### src/sbr_cfg.svh
// Purpose: named constants for the supervisor battery/reset logic
// Assumes: 100 MHz clk, one free-running millisecond tick
// Notes:   times stay in their own unit; counts are derived
`ifndef SBR_CFG_SVH
`define SBR_CFG_SVH

`define SBR_CLK_MHZ         100
`define SBR_CLK_NS          10
`define SBR_TICK_US         1000
`define SBR_TEST_WIN_MS     1235
`define SBR_TEST_DAY_H      24
`define SBR_RST_MS          145
`define SBR_SEAL_HV_NS      3000
`define SBR_SEC_PER_H       3600

`define SBR_TICK_CYC        (`SBR_TICK_US * `SBR_CLK_MHZ)
`define SBR_TEST_TICKS      ((`SBR_TEST_WIN_MS * 1000) / `SBR_TICK_US)
`define SBR_DAY_TICKS       (`SBR_TEST_DAY_H * `SBR_SEC_PER_H * (1000000 / `SBR_TICK_US))
`define SBR_RST_TICKS       ((`SBR_RST_MS * 1000 + `SBR_TICK_US - 1) / `SBR_TICK_US)
`define SBR_SEAL_HV_CYC     ((`SBR_SEAL_HV_NS + `SBR_CLK_NS - 1) / `SBR_CLK_NS)

`define SBR_OFS_CTRL        12'h000
`define SBR_OFS_STATUS      12'h004
`define SBR_CTRL_TEST_NOW   0
`define SBR_ST_ON_BACKUP_CELL_INPUT      0
`define SBR_ST_BACKUP_CELL_INPUT_GOOD    1
`define SBR_ST_TESTING      2
`define SBR_ST_SEALED       3
`define SBR_ST_RESET        4
`define SBR_ST_PFAIL_N      5
`define SBR_ST_REARM        6

`endif

### src/sbr_pkg.sv
// Purpose: shared types of the supervisor battery/reset logic
// Assumes: APB with 12-bit byte address and 32-bit data
// Notes:   sense bits are comparator results, high = above threshold, except outRailLow (high = rail low)
`default_nettype none
package sbr_pkg;

    typedef struct packed {
        logic        psel;
        logic        penable;
        logic        pwrite;
        logic [11:0] paddr;
        logic [31:0] pwdata;
    } sbr_apb_req_t;

    typedef struct packed {
        logic [31:0] prdata;
        logic        pready;
        logic        pslverr;
    } sbr_apb_rsp_t;

    typedef struct packed {
        logic vccAboveRst;
        logic vccAboveBatt;
        logic cellAboveTest;
        logic powerFailSense;
        logic manualResetN;
        logic manualResetHv;
        logic outRailLow;
    } sbr_sense_t;

    typedef enum logic [1:0] {
        TS_IDLE,
        TS_TEST,
        TS_WAIT
    } sbr_test_state_t;

endpackage
`default_nettype wire

### src/sbr_battery_reset.sv
// Purpose: battery test scheduler, freshness seal, reset and status flags
// Assumes: comparator results arrive as digital levels on sense
// Notes:   APB slave: ctrl at 0x000, status at 0x004, others error
// Function
// - test battery 1.235s when supply appears
// - repeat test every 24 hours
// - load battery, check above 2.6V
// - weak battery drives good flag low
// - load drive high exactly during window
// - backup mode: no test, good low
// - first supply rise sets seal latch
// - sealed, supply loss switches rail to cell
// - reset below threshold, hold 145ms after
// - manual reset low asserts reset
// - watchdog timeout gives reset pulse
// - reset polarity is build parameter
// - power-fail flag low below threshold
// - power-fail flag independent of reset
// - on-battery flag high in backup mode
// - supply above threshold: never backup mode
// - backup needs supply below threshold and cell
// - hold reset 145ms after manual release
`include "sbr_cfg.svh"
`default_nettype none
module sbr_battery_reset #(
    parameter int unsigned TICK_CYC     = `SBR_TICK_CYC,
    parameter int unsigned TEST_TICKS   = `SBR_TEST_TICKS,
    parameter int unsigned DAY_TICKS    = `SBR_DAY_TICKS,
    parameter int unsigned RST_TICKS    = `SBR_RST_TICKS,
    parameter bit          RST_HIGH     = 1'b0,
    parameter bit          WDT_PULSES   = 1'b0,
    parameter bit          HAS_TEST_OUT = 1'b1
) (
    input  wire logic                clk,
    input  wire logic                rstn,
    input  wire sbr_pkg::sbr_apb_req_t apbReq,
    output var  sbr_pkg::sbr_apb_rsp_t apbRsp,
    input  wire sbr_pkg::sbr_sense_t sense,
    input  wire logic                watchdogTimeout,
    output logic                     resetOut,
    output logic                     batteryGoodFlag,
    output logic                     batteryTestLoadDrive,
    output logic                     powerFailFlagN,
    output logic                     onBatteryFlag,
    output logic                     railOnCell
);
    import sbr_pkg::*;

    localparam int unsigned SW = $bits(sbr_sense_t);

    sbr_sense_t      syncA_q;
    sbr_sense_t      syncB_q;
    logic [16:0]     tickCnt_q;
    logic            tick_q;
    sbr_test_state_t testState_q;
    logic [31:0]     winCnt_q;
    logic [31:0]     dayCnt_q;
    logic            fail_q;
    logic            vccOkPrev_q;
    logic            sealed_q;
    logic            rearm_q;
    logic [8:0]      hvCnt_q;
    logic [15:0]     rstCnt_q;
    logic            rstAsserted_q;
    logic            testNow_q;
    logic            vccOk;
    logic            vccRise;
    logic            backupMode;
    logic            rstTrig;
    logic            winEnd;
    logic            dayEnd;
    logic            apbWr;
    logic            apbAcc;
    logic [31:0]     statusWord;

    // two-flop synchroniser, first stage feeds only the second
    generate
        for (genvar i = 0; i < SW; i++) begin : g_sync
            always_ff @(posedge clk or negedge rstn) begin
                if (!rstn) begin
                    syncA_q[i] <= 1'b0;
                    syncB_q[i] <= 1'b0;
                end else begin
                    syncA_q[i] <= sense[i];
                    syncB_q[i] <= syncA_q[i];
                end
            end
        end
    endgenerate

    assign vccOk      = syncB_q.vccAboveRst;
    assign vccRise    = vccOk && !vccOkPrev_q;
    // backup only below reset threshold and below cell, once sealed
    assign backupMode = !vccOk && !syncB_q.vccAboveBatt && sealed_q;

    // free-running millisecond time base
    always_ff @(posedge clk or negedge rstn) begin
        if (!rstn) begin
            tickCnt_q <= 17'h00000;
            tick_q    <= 1'b0;
        end else if (tickCnt_q == 17'(TICK_CYC - 1)) begin
            tickCnt_q <= 17'h00000;
            tick_q    <= 1'b1;
        end else begin
            tickCnt_q <= tickCnt_q + 17'h00001;
            tick_q    <= 1'b0;
        end
    end

    always_ff @(posedge clk or negedge rstn) begin
        if (!rstn) begin
            vccOkPrev_q <= 1'b0;
        end else begin
            vccOkPrev_q <= vccOk;
        end
    end

    assign winEnd = tick_q && (winCnt_q == 32'(TEST_TICKS - 1));
    assign dayEnd = tick_q && (dayCnt_q == 32'(DAY_TICKS - 1));

    // test scheduler
    always_ff @(posedge clk or negedge rstn) begin
        if (!rstn) begin
            testState_q <= TS_IDLE;
            winCnt_q    <= 32'h00000000;
            dayCnt_q    <= 32'h00000000;
        end else if (!vccOk || backupMode) begin
            testState_q <= TS_IDLE;
            winCnt_q    <= 32'h00000000;
            dayCnt_q    <= 32'h00000000;
        end else if (vccRise) begin
            testState_q <= TS_TEST;
            winCnt_q    <= 32'h00000000;
            dayCnt_q    <= 32'h00000000;
        end else begin
            unique case (testState_q)
                TS_IDLE: begin
                    testState_q <= TS_TEST;
                    winCnt_q    <= 32'h00000000;
                    dayCnt_q    <= 32'h00000000;
                end
                TS_TEST: begin
                    if (winEnd) begin
                        testState_q <= TS_WAIT;
                    end
                    if (tick_q) begin
                        winCnt_q <= winCnt_q + 32'h00000001;
                        dayCnt_q <= dayCnt_q + 32'h00000001;
                    end
                end
                TS_WAIT: begin
                    if (dayEnd || testNow_q) begin
                        testState_q <= TS_TEST;
                        winCnt_q    <= 32'h00000000;
                        dayCnt_q    <= 32'h00000000;
                    end else if (tick_q) begin
                        dayCnt_q <= dayCnt_q + 32'h00000001;
                    end
                end
            endcase
        end
    end

    // any sample below 2.6V inside the window marks the cell weak
    always_ff @(posedge clk or negedge rstn) begin
        if (!rstn) begin
            fail_q <= 1'b0;
        end else if (testState_q != TS_TEST) begin
            fail_q <= 1'b0;
        end else if (!syncB_q.cellAboveTest) begin
            fail_q <= 1'b1;
        end
    end

    always_ff @(posedge clk or negedge rstn) begin
        if (!rstn) begin
            batteryGoodFlag <= 1'b0;
        end else if (backupMode) begin
            batteryGoodFlag <= 1'b0;
        end else if (testState_q == TS_TEST && winEnd) begin
            batteryGoodFlag <= !fail_q && syncB_q.cellAboveTest;
        end
    end

    always_ff @(posedge clk or negedge rstn) begin
        if (!rstn) begin
            batteryTestLoadDrive <= 1'b0;
        end else begin
            // dropped at once when the supply goes, not a cycle late
            batteryTestLoadDrive <= HAS_TEST_OUT && (testState_q == TS_TEST)
                                    && vccOk;
        end
    end

    // freshness seal and its re-arm sequence
    always_ff @(posedge clk or negedge rstn) begin
        if (!rstn) begin
            hvCnt_q <= 9'h000;
        end else if (vccOk || !syncB_q.manualResetHv) begin
            hvCnt_q <= 9'h000;
        end else if (hvCnt_q != 9'(`SBR_SEAL_HV_CYC)) begin
            hvCnt_q <= hvCnt_q + 9'h001;
        end
    end

    always_ff @(posedge clk or negedge rstn) begin
        if (!rstn) begin
            sealed_q <= 1'b0;
            rearm_q  <= 1'b0;
        end else if (vccOk) begin
            sealed_q <= 1'b1;
            rearm_q  <= 1'b0;
        end else if (rearm_q && syncB_q.outRailLow) begin
            sealed_q <= 1'b0;
            rearm_q  <= 1'b0;
        end else if (sealed_q && hvCnt_q == 9'(`SBR_SEAL_HV_CYC)) begin
            rearm_q  <= 1'b1;
        end
    end

    always_ff @(posedge clk or negedge rstn) begin
        if (!rstn) begin
            onBatteryFlag <= 1'b0;
            railOnCell    <= 1'b0;
        end else begin
            onBatteryFlag <= backupMode;
            railOnCell    <= backupMode;
        end
    end

    // reset generator with minimum timeout
    assign rstTrig = !vccOk || !syncB_q.manualResetN
                     || (WDT_PULSES && watchdogTimeout);

    always_ff @(posedge clk or negedge rstn) begin
        if (!rstn) begin
            rstCnt_q <= 16'(RST_TICKS + 1);
        end else if (rstTrig) begin
            rstCnt_q <= 16'(RST_TICKS + 1);
        end else if (tick_q && rstCnt_q != 16'h0000) begin
            rstCnt_q <= rstCnt_q - 16'h0001;
        end
    end

    always_ff @(posedge clk or negedge rstn) begin
        if (!rstn) begin
            rstAsserted_q <= 1'b1;
            resetOut      <= RST_HIGH;
        end else begin
            rstAsserted_q <= rstTrig || (rstCnt_q != 16'h0000);
            resetOut      <= RST_HIGH ? rstAsserted_q : !rstAsserted_q;
        end
    end

    // power-fail path touches nothing of the reset logic
    always_ff @(posedge clk or negedge rstn) begin
        if (!rstn) begin
            powerFailFlagN <= 1'b0;
        end else begin
            powerFailFlagN <= syncB_q.powerFailSense;
        end
    end

    // APB slave, zero wait states
    assign apbAcc = apbReq.psel && apbReq.penable;
    assign apbWr  = apbAcc && apbReq.pwrite;

    always_ff @(posedge clk or negedge rstn) begin
        if (!rstn) begin
            testNow_q <= 1'b0;
        end else begin
            testNow_q <= apbWr && (apbReq.paddr == `SBR_OFS_CTRL)
                         && apbReq.pwdata[`SBR_CTRL_TEST_NOW];
        end
    end

    always_comb begin
        statusWord                    = 32'h00000000;
        statusWord[`SBR_ST_ON_BACKUP_CELL_INPUT]   = onBatteryFlag;
        statusWord[`SBR_ST_BACKUP_CELL_INPUT_GOOD] = batteryGoodFlag;
        statusWord[`SBR_ST_TESTING]   = (testState_q == TS_TEST);
        statusWord[`SBR_ST_SEALED]    = sealed_q;
        statusWord[`SBR_ST_RESET]     = rstAsserted_q;
        statusWord[`SBR_ST_PFAIL_N]   = powerFailFlagN;
        statusWord[`SBR_ST_REARM]     = rearm_q;
    end

    always_comb begin
        apbRsp.pready  = 1'b1;
        apbRsp.pslverr = 1'b0;
        apbRsp.prdata  = 32'h00000000;
        if (apbReq.paddr == `SBR_OFS_STATUS) begin
            apbRsp.pslverr = apbAcc && apbReq.pwrite;
            if (!apbReq.pwrite) begin
                apbRsp.prdata = statusWord;
            end
        end else if (apbReq.paddr != `SBR_OFS_CTRL) begin
            apbRsp.pslverr = apbAcc;
        end
    end

    // checks: battery test and flags
    a_backup_cell_input_mode_good: assert property (@(posedge clk) disable iff (!rstn)
        onBatteryFlag |-> !batteryGoodFlag)
        else $error("good flag high on battery");
    a_backup_cell_input_mode_load: assert property (@(posedge clk) disable iff (!rstn)
        onBatteryFlag |-> ##1 !batteryTestLoadDrive)
        else $error("load on in backup");
    a_test_start: assert property (@(posedge clk) disable iff (!rstn)
        (vccRise && !backupMode) |-> ##2 batteryTestLoadDrive == HAS_TEST_OUT)
        else $error("no test on supply");
    a_load_window: assert property (@(posedge clk) disable iff (!rstn)
        $rose(batteryTestLoadDrive) |-> $past(testState_q == TS_TEST))
        else $error("load outside window");
    a_weak_cell: assert property (@(posedge clk) disable iff (!rstn)
        (testState_q == TS_TEST && winEnd && fail_q && !backupMode) |=> !batteryGoodFlag)
        else $error("weak cell not flagged");
    a_good_needs_test: assert property (@(posedge clk) disable iff (!rstn)
        $rose(batteryGoodFlag) |-> $past(testState_q == TS_TEST))
        else $error("good flag set outside test");
    a_pfail_track: assert property (@(posedge clk) disable iff (!rstn)
        !sense.powerFailSense |-> ##3 !powerFailFlagN)
        else $error("power-fail flag missed");

    // checks: reset generator
    a_vcc_low_reset: assert property (@(posedge clk) disable iff (!rstn)
        !vccOk |-> ##2 (resetOut == RST_HIGH))
        else $error("no reset on low supply");
    a_mr_low_reset: assert property (@(posedge clk) disable iff (!rstn)
        !sense.manualResetN ##1 !sense.manualResetN ##1 !sense.manualResetN
        |-> ##2 (resetOut == RST_HIGH))
        else $error("no reset on manual input");
    a_wdt_pulse: assert property (@(posedge clk) disable iff (!rstn)
        (WDT_PULSES && watchdogTimeout) |-> ##2 (resetOut == RST_HIGH))
        else $error("no reset on watchdog timeout");
    a_reset_min_hold: assert property (@(posedge clk) disable iff (!rstn)
        $fell(rstTrig) |-> rstAsserted_q[*8])
        else $error("reset released too early");

    // checks: seal and backup
    a_no_backup_vcc: assert property (@(posedge clk) disable iff (!rstn)
        vccOk |=> !onBatteryFlag)
        else $error("backup with supply above threshold");
    a_backup_sealed: assert property (@(posedge clk) disable iff (!rstn)
        $rose(railOnCell) |-> $past(sealed_q) && !$past(vccOk))
        else $error("rail on unsealed cell");
    a_seal_set: assert property (@(posedge clk) disable iff (!rstn)
        vccOk |=> sealed_q)
        else $error("seal latch not set");
    a_seal_clear: assert property (@(posedge clk) disable iff (!rstn)
        $fell(sealed_q) |-> $past(rearm_q) && !$past(vccOk))
        else $error("seal cleared without re-arm");

endmodule
`default_nettype wire

### config.mk
export PLATFORM = sky130hd
export DESIGN_NAME = sbr_battery_reset
export DESIGN_NICKNAME = d
export VERILOG_FILES = /design/src/sbr_pkg.sv /design/src/sbr_battery_reset.sv
export VERILOG_INCLUDE_DIRS = /design/src
export SDC_FILE = /design/constraint.sdc
export NUM_CORES = 1
export LEC_CHECK = 0
export ABC_CLOCK_PERIOD_IN_PS = 2020
export BUFFER_PORTS_ARGS = -buffer_cell sky130_fd_sc_hd__buf_2
export CORE_ASPECT_RATIO = 1.25
export CORE_MARGIN = 3
export CORE_UTILIZATION = 52
export DETAILED_ROUTE_END_ITERATION = 10
export GPL_ROUTABILITY_DRIVEN = 0
export PLACE_DENSITY = 0.76
export REMOVE_ABC_BUFFERS = 1
export SLEW_MARGIN = 25
export SYNTH_ARGS = -nofsm -noshare
export SYNTH_HDL_FRONTEND = slang
export SYNTH_SLANG_ARGS = --single-unit
export TNS_END_PERCENT = 1
### constraint.sdc
create_clock -name clk -period 2.02 [get_ports clk]
set_clock_uncertainty 0.1 [all_clocks]
set_input_delay 0.404 -clock clk [delete_from_list [all_inputs] [get_ports clk]]
set_output_delay 0.404 -clock clk [all_outputs]
set_load 0.02 [all_outputs]
==> metrics.md, run 1 <==
| Metric | Value |
|---|---|
| Final net count | `902` |
| Failing checks | `setup timing` |
| Post-layout minimum cycle time | `2.20 ns` |
| Register area share after synthesis | `47.7%` |
| Main combinational cell family by area after synthesis | `simple AND/OR/NAND/NOR gates` |
| CTS tree | `done` |
| Worst IR Drop VDD | `0.866 mV` |
| Routed len/inst | `16.3 um` |
| Total number of vias | `5944` |
| Post-Route WL | `16600 um` |
| Number of instances in the synthesized netlist | `721` |
| Port-buffer cells | `38` |
| Vias in the first global route | `6074` |
| Vias per inst | `roughly 5.9` |
| Number of enable-type register cells in the synthesized netlist | `0` |
| Clock transition at the registers of the reported paths | `0.05 ns` |
| Chip width | `110 um` |
| Post-synth top area share | `46.2%` |
| Post-synthesis cell type count | `66` |
| Clock Sink Count | `134` |
| Utilization of the core after routing | `68.6%` |
| Most used standard cell by instance count after synthesis | `sky130_fd_sc_hd__dfrtp_1` |
| Startpoint-to-endpoint class of the critical path | `reg2reg` |
| Multiplexer fraction of the synthesized cell area | `less than 1%` |
| Effective utilization at floorplan | `54.4%` |
| Worst-path maximum fanout | `21` |
| Post-synthesis share of cell area spent on xor and xnor gates | `8.08%` |
| PnR Total Power | `between 6000 and 7000 uW` |
| Overall overflow remaining after global route | `0` |
| Power per standard cell area | `726 nW/um^2` |
| Number of H-tree levels | `4` |
| Die Span Y | `136 um` |
| GRT Resource Usage Total | `22.7%` |
| Hold violation total from the final report | `0` |
| DP Wirelength | `10700 um` |
| Area of placed instances | `approximately 7900 um^2` |
| PnR worst setup slack | `-0.182 ns` |
| Path type of the worst min-delay path | `in2reg` |
| Area fraction in compound gates after synthesis | `10.6%` |
| Cell area after layout | `8890 um^2` |
| Clock Tree Buf Depth | `2` |
| Yosys warning total | `0` |
| Syn_area_per_cell | `9.77 um^2` |
| Arrival time at the worst endpoint | `around 2.4 ns` |
| Crit end category | `flop` |
| Final cycle utilization of the critical path | `109%` |
| Antenna violations before repair | `0` |
| Proportion of synthesized flip-flops having asynchronous set or reset | `between 90% and 100%` |
| Drt pass-1 iters | `7` |
| Post-Synth Simple-Gate Area | `25.6%` |
| Required arrival time at the worst endpoint | `2.23 ns` |
| Synthesized flop and latch total | `134` |
| Count of routing violations after the opening detailed-route iteration | `363` |
| Skew-Pair Late Insertion Delay | `0.42 ns` |
| Overall die area | `15000 um^2` |
| TritonCTS Buffers | `17` |
| Biggest area consumer among synthesized cells | `sky130_fd_sc_hd__dfrtp_1` |
| RSZ-0062 raised after global routing | `true` |
| Final count of negative-setup-slack endpoints | `73` |
| Maximum number of pins on one net before global-route repair | `40` |
| Remaining DRCs | `0` |
| Synthesized-area fraction occupied by adder cells | `1.60%` |
| Max-slew violation total from the final report | `0` |
| I/O pin total | `97` |
| Number of antenna cells inserted | `0` |
| Num rows | `46` |
| Top cell types by occurrence after synthesis | `sky130_fd_sc_hd__dfrtp_1 (130), sky130_fd_sc_hd__nor2_1 (91), sky130_fd_sc_hd__nand3_1 (43), sky130_fd_sc_hd__nand2_1 (42), sky130_fd_sc_hd__xor2_1 (42)` |
| Most area-consuming cells after synthesis | `sky130_fd_sc_hd__dfrtp_1 (46%), sky130_fd_sc_hd__xor2_1 (5.2%), sky130_fd_sc_hd__nor2_1 (4.8%)` |
| Share of post-route cells with drive strength above 1 | `22.4%` |
| Max-cap violation count | `0` |
| Startpoint type of the worst setup path | `flop` |
| FMAX | `454 MHz` |
| Core area | `12900 um^2` |
| Setup TNS after final layout | `-6.13 ns` |
| Area overhead of the layout relative to synthesis | `26.2%` |
| Leakage | `0.00393 uW` |
| Ys flop type | `sky130_fd_sc_hd__dfrtp_1` |
| Area of the mapped netlist | `7040 um^2` |
| Final antenna-violating net count | `0` |
| Status | `finished with violations` |
| Wire length of the first global-routing pass | `27200 um` |
| Clock Tree Root | `sky130_fd_sc_hd__clkbuf_16` |
==> final timing paths <==
path,to,depth (start not counted),slack [ns],start
worst max-delay path,winCnt_q[21],6,-0.18,dayCnt_q[27]
worst min-delay path,testNow_q,3,0.14,apbReq[0]
worst max register to register,winCnt_q[21],6,-0.18,dayCnt_q[27]
worst min register to register,syncB_q[4],0,0.25,syncA_q[4]
max in group asynchronous,rstCnt_q[1],3,0.80,rstn
min in group asynchronous,hvCnt_q[3],2,0.39,rstn
==> area by class of cell <==
cell class | count | area, um^2
clock buffers | 21 | 450
clock inverters | 10 | 203
fillers | 936 | 4060
inverters | 19 | 71.3
multi-input cells | 533 | 3540
flip-flops and latches | 134 | 3360
well taps | 168 | 210
repair buffers | 131 | 1050
==> logic make-up after synthesis <==
kind of cell               Yosys count
and+or+nand+nor                    331
DFF                                134
AOI/OAI and AO/OA                  100
buffers and inverters               78
xor gates and xnor gates            65
adders and majority gates            9
other                                2
muxes                                2
==> stage by stage <==
stage,cells,hold slack [ns],worst slack (ns)
2_1_floorplan,686,0.00841,-1.32
3_3_place_gp,977,0.237,-0.116
3_5_place_dp,977,0.237,-0.226
4_1_cts,1016,0.122,-0.234
5_1_grt,1016,0.150,-0.273
6_report,1016,0.141,-0.182
==> placed cells by master (no fill, tap or decap), drive strengths merged, types with 6 or more instances in the layout <==
cell         instances
conb                26
clkbuf              21
buf                123
and3                18
nor4                20
and2                25
bufinv               6
a22o                 9
a32oi               14
nand4               33
nand2               42
dfrtp              130
xor2                42
ha                   9
or4                  8
nand3               44
o2111ai              6
and4                 8
inv                 19
dlygate4sd3          8
a31oi                8
nor2                91
nor3                15
o21ai               12
xnor2               23
a21oi                9
o31ai               16
==> critical path, cell delays in order (launching register included) <==
cell and delay [ns]:
sky130_fd_sc_hd__dfrtp_1 0.38, sky130_fd_sc_hd__or4b_4 0.55, sky130_fd_sc_hd__nor4_4 0.23, sky130_fd_sc_hd__and3_1 0.24
sky130_fd_sc_hd__o21ai_1 0.10, sky130_fd_sc_hd__buf_12 0.18, sky130_fd_sc_hd__o41ai_2 0.30
==> repair_timing <==
item                       in CTS  in global routing
hold endpoints to repair       39                  0
hold buffers                    8                  0
buffers inserted                0                  0
resized for setup              15                 35
gates cloned                    0                  0
pin swaps                       4                 11
setup endpoints to repair      82                 93
==> report_power, final <==
group	switching, uW	internal (uW)
clock	1110	2330
combinational	191	86.2
sequential	15.0	2710
total	1320	5130
==> sequential cells by signal, summed over array words and instances (netlist names), 2 cells and up <==
register,count
dayCnt_q,32
tickCnt_q,17
syncB_q,6
hvCnt_q,9
syncA_q,7
rstCnt_q,16
winCnt_q,32
testState_q,2
==> layer usage <==
layer / part of all wire, % / vias up / global-route usage [%]
li1: - / 2786 / -
met1: 40 / 2919 / 26.5
met2: 53 / 200 / 39.9
met3: 4.7 / 39 / 3.99
met4: 2.4 / 0 / 10.8
met5: 0 / - / 0
Note: power is estimated with default switching activity, not from simulation.
==> run 2, diff against run 1 <==
CELL_PAD_IN_SITES_DETAIL_PLACEMENT = 1   (was default)
CELL_PAD_IN_SITES_GLOBAL_PLACEMENT = 1   (was default)
CORE_UTILIZATION = 40   (was 52)
PLACE_DENSITY = default   (was 0.76)
PLACE_DENSITY_LB_ADDON = 0.1   (was default)
SKIP_LAST_GASP = 1   (was default)
==> run 2 against run 1 <==
Compared with the run above: the run still ends with setup timing left; wire length rose by 11%; critical path depth up 1; hold slack worse by 0.13 ns; utilization decreased by 17 points; sequential share of layout area is 0.13 points higher; combinational power grew 2%; critical path type unchanged.
==> metrics.md, run 2 (synthesis results as in run 1) <==
| Metric | Value |
|---|---|
| Failing checks | `setup timing` |
| DP Wirelength | `12900 um` |
| Required arrival time at the worst endpoint | `2.22 ns` |
| Num rows | `53` |
| Worst hold slack after final layout | `~0.016 ns` |
| Busiest layer in global routing | `met2` |
| Minimum setup slack among reg-to-reg paths | `-0.23 ns` |
| Final antenna-violating net count | `0` |
| PnR worst setup slack | `-0.228 ns` |
| Met2 Usage GRT | `~36%` |
| Port-buffer cells | `38` |
| Clock transition at the registers of the reported paths | `about 0.060 ns` |
| Final cycle utilization of the critical path | `111%` |
| Wire length of the first global-routing pass | `about 31000 um` |
| Max incr delay on CP | `roughly 0.55 ns` |
| Status | `finished with violations` |
| Vias per inst | `5.49` |
| Chip width | `between 100 and 150 um` |
| Skew-Pair Late Insertion Delay | `~0.42 ns` |
| Global-route met1 utilization | `22.8%` |
| I/O pin total | `97` |
| CTS tree | `done` |
| FMAX | `approximately 440 MHz` |
| GRT Resource Usage Total | `19.7%` |
| Maximum number of pins on one net before global-route repair | `54` |
| Clock Tree Root | `sky130_fd_sc_hd__clkbuf_16` |
| Remaining DRCs | `0` |
| Post-Route WL | `18400 um` |
| Area of placed instances | `~8000 um^2` |
| Top cell family by delay on the critical path | `simple AND/OR/NAND/NOR gates` |
| Startpoint-to-endpoint class of the critical path | `reg2reg` |
| Vias in the first global route | `6420` |
| Clock Tree Buf Depth | `2` |
| Minimum setup slack after placement | `-0.242 ns` |
| Die Span Y | `154 um` |
| First element of the critical path | `dayCnt_q[27]` |
| Worst-path maximum fanout | `10` |
| Power per standard cell area | `roughly 710 nW/um^2` |
| Worst setup endpoint | `winCnt_q[0]` |
| Max stage delay cell, worst path | `sky130_fd_sc_hd__or4b_4` |
| Routed len/inst | `around 17 um` |
| Overall die area | `19200 um^2` |
| Startpoint type of the worst setup path | `flop` |
| Share of post-route cells with drive strength above 1 | `22.1%` |
| Grt met3 use | `approximately 4%` |
| RSZ-0062 raised after global routing | `true` |
| Stages on worst setup path | `7` |
| Depth of the most critical reg-to-reg path | `7` |
| Commonest non-fill, non-tap cells in the layout | `sky130_fd_sc_hd__dfrtp_1 (130), sky130_fd_sc_hd__buf_4 (93), sky130_fd_sc_hd__nor2_1 (91), sky130_fd_sc_hd__nand3_1 (43)` |
| Setup TNS after final layout | `-10.67 ns` |
| Count of routing violations after the opening detailed-route iteration | `241` |
| Most frequent standard cell in the layout excluding fill and tap cells | `sky130_fd_sc_hd__dfrtp_1` |
| Top Registers | `dayCnt_q x32, winCnt_q x32, tickCnt_q x17` |
| Max-cap violation count | `0` |
| TritonCTS Buffers | `17` |
| Hold depth | `1` |
| Area overhead of the layout relative to synthesis | `25.8%` |
| Buffers & Inverters on Critical Path | `2` |
| Worst IR Drop VDD | `0.558 mV` |
| Number of antenna cells inserted | `0` |
| Arrival time at the worst endpoint | `2.45 ns` |
| Final count of negative-setup-slack endpoints | `83` |
| Overall overflow remaining after global route | `0` |
| Most Frequent Cell on Critical Path | `sky130_fd_sc_hd__buf_4` |
| Crit end category | `flop` |
| Hold violation total from the final report | `0` |
| Antenna violations before repair | `0` |
| Number of H-tree levels | `4` |
| Final net count | `916` |
| PnR Total Power | `roughly 6300 uW` |
| Clock Sink Count | `134` |
| Post-layout minimum cycle time | `2.25 ns` |
| Beginning of the worst register-to-register path | `dayCnt_q[27]` |
| Max-slew violation total from the final report | `0` |
| Filler cells | `about 1900` |
| Reg-to-reg endpoint | `winCnt_q[0]` |
| Core area | `around 17000 um^2` |
| Crit-path cells | `or4b_4, nor4_4, buf_4, and3_4, buf_4, o22ai_1, a22o_1` |
| Effective utilization at floorplan | `41.3%` |
| Leakage | `between 0.003 and 0.004 uW` |
| Path type of the worst min-delay path | `in2reg` |
| Cell area after layout | `8860 um^2` |
| Total number of vias | `5949` |
| Drt pass-1 iters | `4` |
==> run 2: worst min-delay path by stage <==
stage | startpoint | end | slack, ns
after floorplan | rstn | batteryGoodFlag | 0.008
after CTS | sense[4] | syncA_q[4] | 0.005
after global placement | syncA_q[3] | syncB_q[3] | 0.23
final | sense[4] | syncA_q[4] | 0.02
after global routing | sense[4] | syncA_q[4] | 0.004
after detailed placement | syncA_q[3] | syncB_q[3] | 0.24
==> run 2: through the flow <==
| stage | std cells | utilization (%) |
|---|---|---|
| 2_1_floorplan | 686 | - |
| 3_3_place_gp | 1041 | 47.1 |
| 3_5_place_dp | 1041 | 47.1 |
| 4_1_cts | 1080 | 51.3 |
| 5_1_grt | 1083 | 52.0 |
| 6_report | 1083 | 52.0 |
==> run 2: cell type report <==
cell class	instances	area, um^2	share of cell area, %
Tap cell	220	275	3.11
Sequential cell	134	3360	37.9
Multi-Input combinational cell	533	3440	38.8
Timing Repair Buffer	145	1080	12.2
Inverter	19	71.3	0.805
Clock buffer	21	460	5.20
Clock inverter	11	174	1.96
==> run 2: repair_timing <==
item                                    CTS  global route
gates cloned                              0             2
hold endpoints to repair                 42             0
hold buffers                              7             0
pin swaps                                 0             3
buffers inserted                          0             1
endpoints found under the setup margin   83           100
gates resized for setup                   0            15
==> run 2: per-layer routing <==
metal	vias up	part of all wire [%]
li1	2812	-
met2	91	54
met3	24	3.0
met5	-	0
met1	3022	42
met4	0	1.8
==> run 2: power by group <==
group          switching [uW]  total [uW]  internal (uW)
clock                    1160        3290           2140
sequential               13.0        2720           2710
combinational             197         282           85.0
total                    1370        6300           4930
==> run 3, diff against run 2 <==
ABC_AREA = 1   (was default)
CORE_UTILIZATION = 39   (was 40)
==> run 3 against run 2 <==
Compared with the run above: the flow now finishes without violations; wire length rose by 21%; clock power down 3%; combinational power grew 55%; non-clock buffer count is 55 lower; hold slack gained 0.11 ns; highest routed layer unchanged.
==> metrics.md, run 3 <==
| Metric | Value |
|---|---|
| Post-Route WL | `22300 um` |
| RSZ-0062 raised after global routing | `true` |
| Remaining DRCs | `0` |
| Post-synthesis cell type count | `38` |
| Final antenna-violating net count | `0` |
| Port-buffer cells | `38` |
| Skew-Pair Late Insertion Delay | `around 0.43 ns` |
| Post-synth top area share | `41.2%` |
| Final count of negative-setup-slack endpoints | `0` |
| Filler cells | `2568` |
| Most used standard cell by instance count after synthesis | `sky130_fd_sc_hd__nand2_1` |
| Max-cap violation count | `0` |
| Chip width | `roughly 130 um` |
| Area fraction in compound gates after synthesis | `4.03%` |
| Required arrival time at the worst endpoint | `1.52 ns` |
| Arrival time at the worst endpoint | `1.49 ns` |
| Clock Sink Count | `134` |
| Overall overflow remaining after global route | `0` |
| Proportion of synthesized flip-flops having asynchronous set or reset | `between 90% and 100%` |
| Post-Synth Simple-Gate Area | `between 30% and 40%` |
| CTS tree | `done` |
| Syn_area_per_cell | `7.25 um^2` |
| Normalized max-slew margin | `66.0%` |
| I/O pin total | `97` |
| Final net count | `approximately 1200` |
| Multiplexer fraction of the synthesized cell area | `0.127%` |
| Core area | `19700 um^2` |
| Clock Tree Buf Depth | `2` |
| GRT Resource Usage Total | `21.1%` |
| Vias per inst | `4.95` |
| Clock Tree Root | `sky130_fd_sc_hd__clkbuf_16` |
| Die Span Y | `about 170 um` |
| Top cell types by occurrence after synthesis | `sky130_fd_sc_hd__nand2_1 (280), sky130_fd_sc_hd__nor2_1 (187), sky130_fd_sc_hd__dfrtp_1 (130), sky130_fd_sc_hd__inv_1 (109), sky130_fd_sc_hd__nand3_1 (100)` |
| Synthesized-area fraction occupied by adder cells | `1.43%` |
| Effective utilization at floorplan | `40.1%` |
| Max-slew violation total from the final report | `0` |
| Routed len/inst | `between 15 and 20 um` |
| Register area share after synthesis | `between 40% and 50%` |
| Most area-consuming cells after synthesis | `sky130_fd_sc_hd__dfrtp_1 (41%), sky130_fd_sc_hd__nand2_1 (13%), sky130_fd_sc_hd__nor2_1 (8.9%)` |
| Number of H-tree levels | `4` |
| Ys flop type | `sky130_fd_sc_hd__dfrtp_1` |
| Leakage | `just over 0.004 uW` |
| Number of enable-type register cells in the synthesized netlist | `0` |
| Worst-Margin Slew | `0.510 ns` |
| Num rows | `between 50 and 60` |
| PnR worst setup slack | `0.0284 ns` |
| Hold violation total from the final report | `0` |
| Post-synthesis share of cell area spent on xor and xnor gates | `5.77%` |
| Path type of the worst min-delay path | `in2reg` |
| Yosys warning total | `0` |
| Main combinational cell family by area after synthesis | `simple AND/OR/NAND/NOR gates` |
| Number of antenna cells inserted | `0` |
| Worst IR Drop VDD | `a little under 0.6 mV` |
| Biggest area consumer among synthesized cells | `sky130_fd_sc_hd__dfrtp_1` |
| Startpoint type of the worst setup path | `flop` |
| TritonCTS Buffers | `17` |
| Most frequent standard cell in the layout excluding fill and tap cells | `sky130_fd_sc_hd__nand2_1` |
| Total number of vias | `approximately 7200` |
| Maximum number of pins on one net before global-route repair | `44` |
| Power per standard cell area | `690 nW/um^2` |
| Crit end category | `output port` |
| Share of post-route cells with drive strength above 1 | `13.0%` |
| Area overhead of the layout relative to synthesis | `17.1%` |
| Wire length of the first global-routing pass | `37300 um` |
| Number of instances in the synthesized netlist | `1088` |
| Cell area after layout | `a little over 9000 um^2` |
| Worst-path maximum fanout | `5` |
| PnR Total Power | `6370 uW` |
| Startpoint-to-endpoint class of the critical path | `reg2out` |
| Commonest non-fill, non-tap cells in the layout | `sky130_fd_sc_hd__nand2_1 (280), sky130_fd_sc_hd__nor2_1 (184), sky130_fd_sc_hd__dfrtp_1 (130), sky130_fd_sc_hd__inv_1 (109), sky130_fd_sc_hd__nand3_1 (100)` |
| Drt pass-1 iters | `4` |
| Final cycle utilization of the critical path | `98.6%` |
| DP Wirelength | `between 15000 and 20000 um` |
| Vias in the first global route | `7691` |
| Overall die area | `22000 um^2` |
| Synthesized flop and latch total | `134` |
| Minimum setup slack after placement | `~0.043 ns` |
| Top Registers | `dayCnt_q x32, winCnt_q x32, tickCnt_q x17` |
| Clock transition at the registers of the reported paths | `0.06 ns` |
| Area of the mapped netlist | `7890 um^2` |
| Antenna violations before repair | `0` |
| FMAX | `502 MHz` |
| Count of routing violations after the opening detailed-route iteration | `211` |
| Area of placed instances | `8500 um^2` |
| Status | `finished, final reports clean` |
| Post-layout minimum cycle time | `1.99 ns` |
run 3: path summary, 6_finish.rpt:
kind | depth (start not counted) | start | to | slack (ns)
min | 3 | apbReq[0] | testNow_q | 0.13
max reg2reg | 6 | tickCnt_q[13] | tickCnt_q[0] | 0.10
max in group asynchronous | 3 | rstn | rstCnt_q[7] | 0.84
min reg2reg | 0 | syncA_q[5] | syncB_q[5] | 0.25
max | 6 | testState_q[1] | apbRsp[4] | 0.03
min in group asynchronous | 2 | rstn | winCnt_q[26] | 0.39
run 3: final cells by class:
type / instances / area [um^2] / area share (%)
Inverter: 121 / 462 / 5.00
Sequential cell: 134 / 3360 / 36.3
Multi-Input combinational cell: 809 / 3840 / 41.6
Tap cell: 265 / 332 / 3.59
Clock inverter: 15 / 170 / 1.84
Clock buffer: 17 / 425 / 4.60
Timing Repair Buffer: 90 / 651 / 7.04
run 3: logic make-up (layout without fill, tap and decap cells):
| kind of cell | after synthesis | after routing |
|---|---|---|
| AND/OR/NAND/NOR | 661 | 661 |
| buffers and inverters | 170 | 243 |
| flip-flops | 134 | 134 |
| AO/OA/AOI/OAI | 59 | 60 |
| XOR/XNOR | 52 | 52 |
| adder cells (fa/ha/maj) | 9 | 9 |
| other | 2 | 26 |
| multiplexers | 1 | 1 |
run 3: critical path, cell delays in order, from the launching register on:
cell and delay [ns]:
sky130_fd_sc_hd__dfrtp_1 0.38, sky130_fd_sc_hd__inv_1 0.07, sky130_fd_sc_hd__ha_2 0.18, sky130_fd_sc_hd__inv_1 0.05, sky130_fd_sc_hd__buf_4 0.16, sky130_fd_sc_hd__nor2_2 0.11
sky130_fd_sc_hd__buf_6 0.12
run 3: where the power goes:
group | leakage, uW | internal [uW] | switching (uW)
Combinational | 0.00201 | 123 | 314
Sequential | 0.00180 | 2720 | 24.5
Clock | 0.000280 | 1850 | 1340
Total | 0.00409 | 4700 | 1680
run 3: timing repair:
action,CTS,global route
gates resized for setup,2,8
buffers inserted,1,2
hold endpoints to repair,43,0
setup endpoints to repair,8,81
gates cloned,0,1
hold buffers,8,0
pin swaps,0,1
run 3: stage by stage:
stage	hold slack, ns	setup TNS, ns	instances	util [%]
after floorplan	0.00841	-15.50	1063	-
after global placement	0.232	0	1407	43.2
after detailed placement	0.236	0	1407	43.2
after CTS	0.119	-0.0825	1448	46.7
after global routing	0.151	-2.32	1451	46.9
final	0.130	0	1451	46.9
run 3: metal layers:
metal	wire length [um]	global-route usage, %
met5	0	0
met4	545	7.39
met3	604	2.74
met2	12000	40.0
met1	9210	24.3
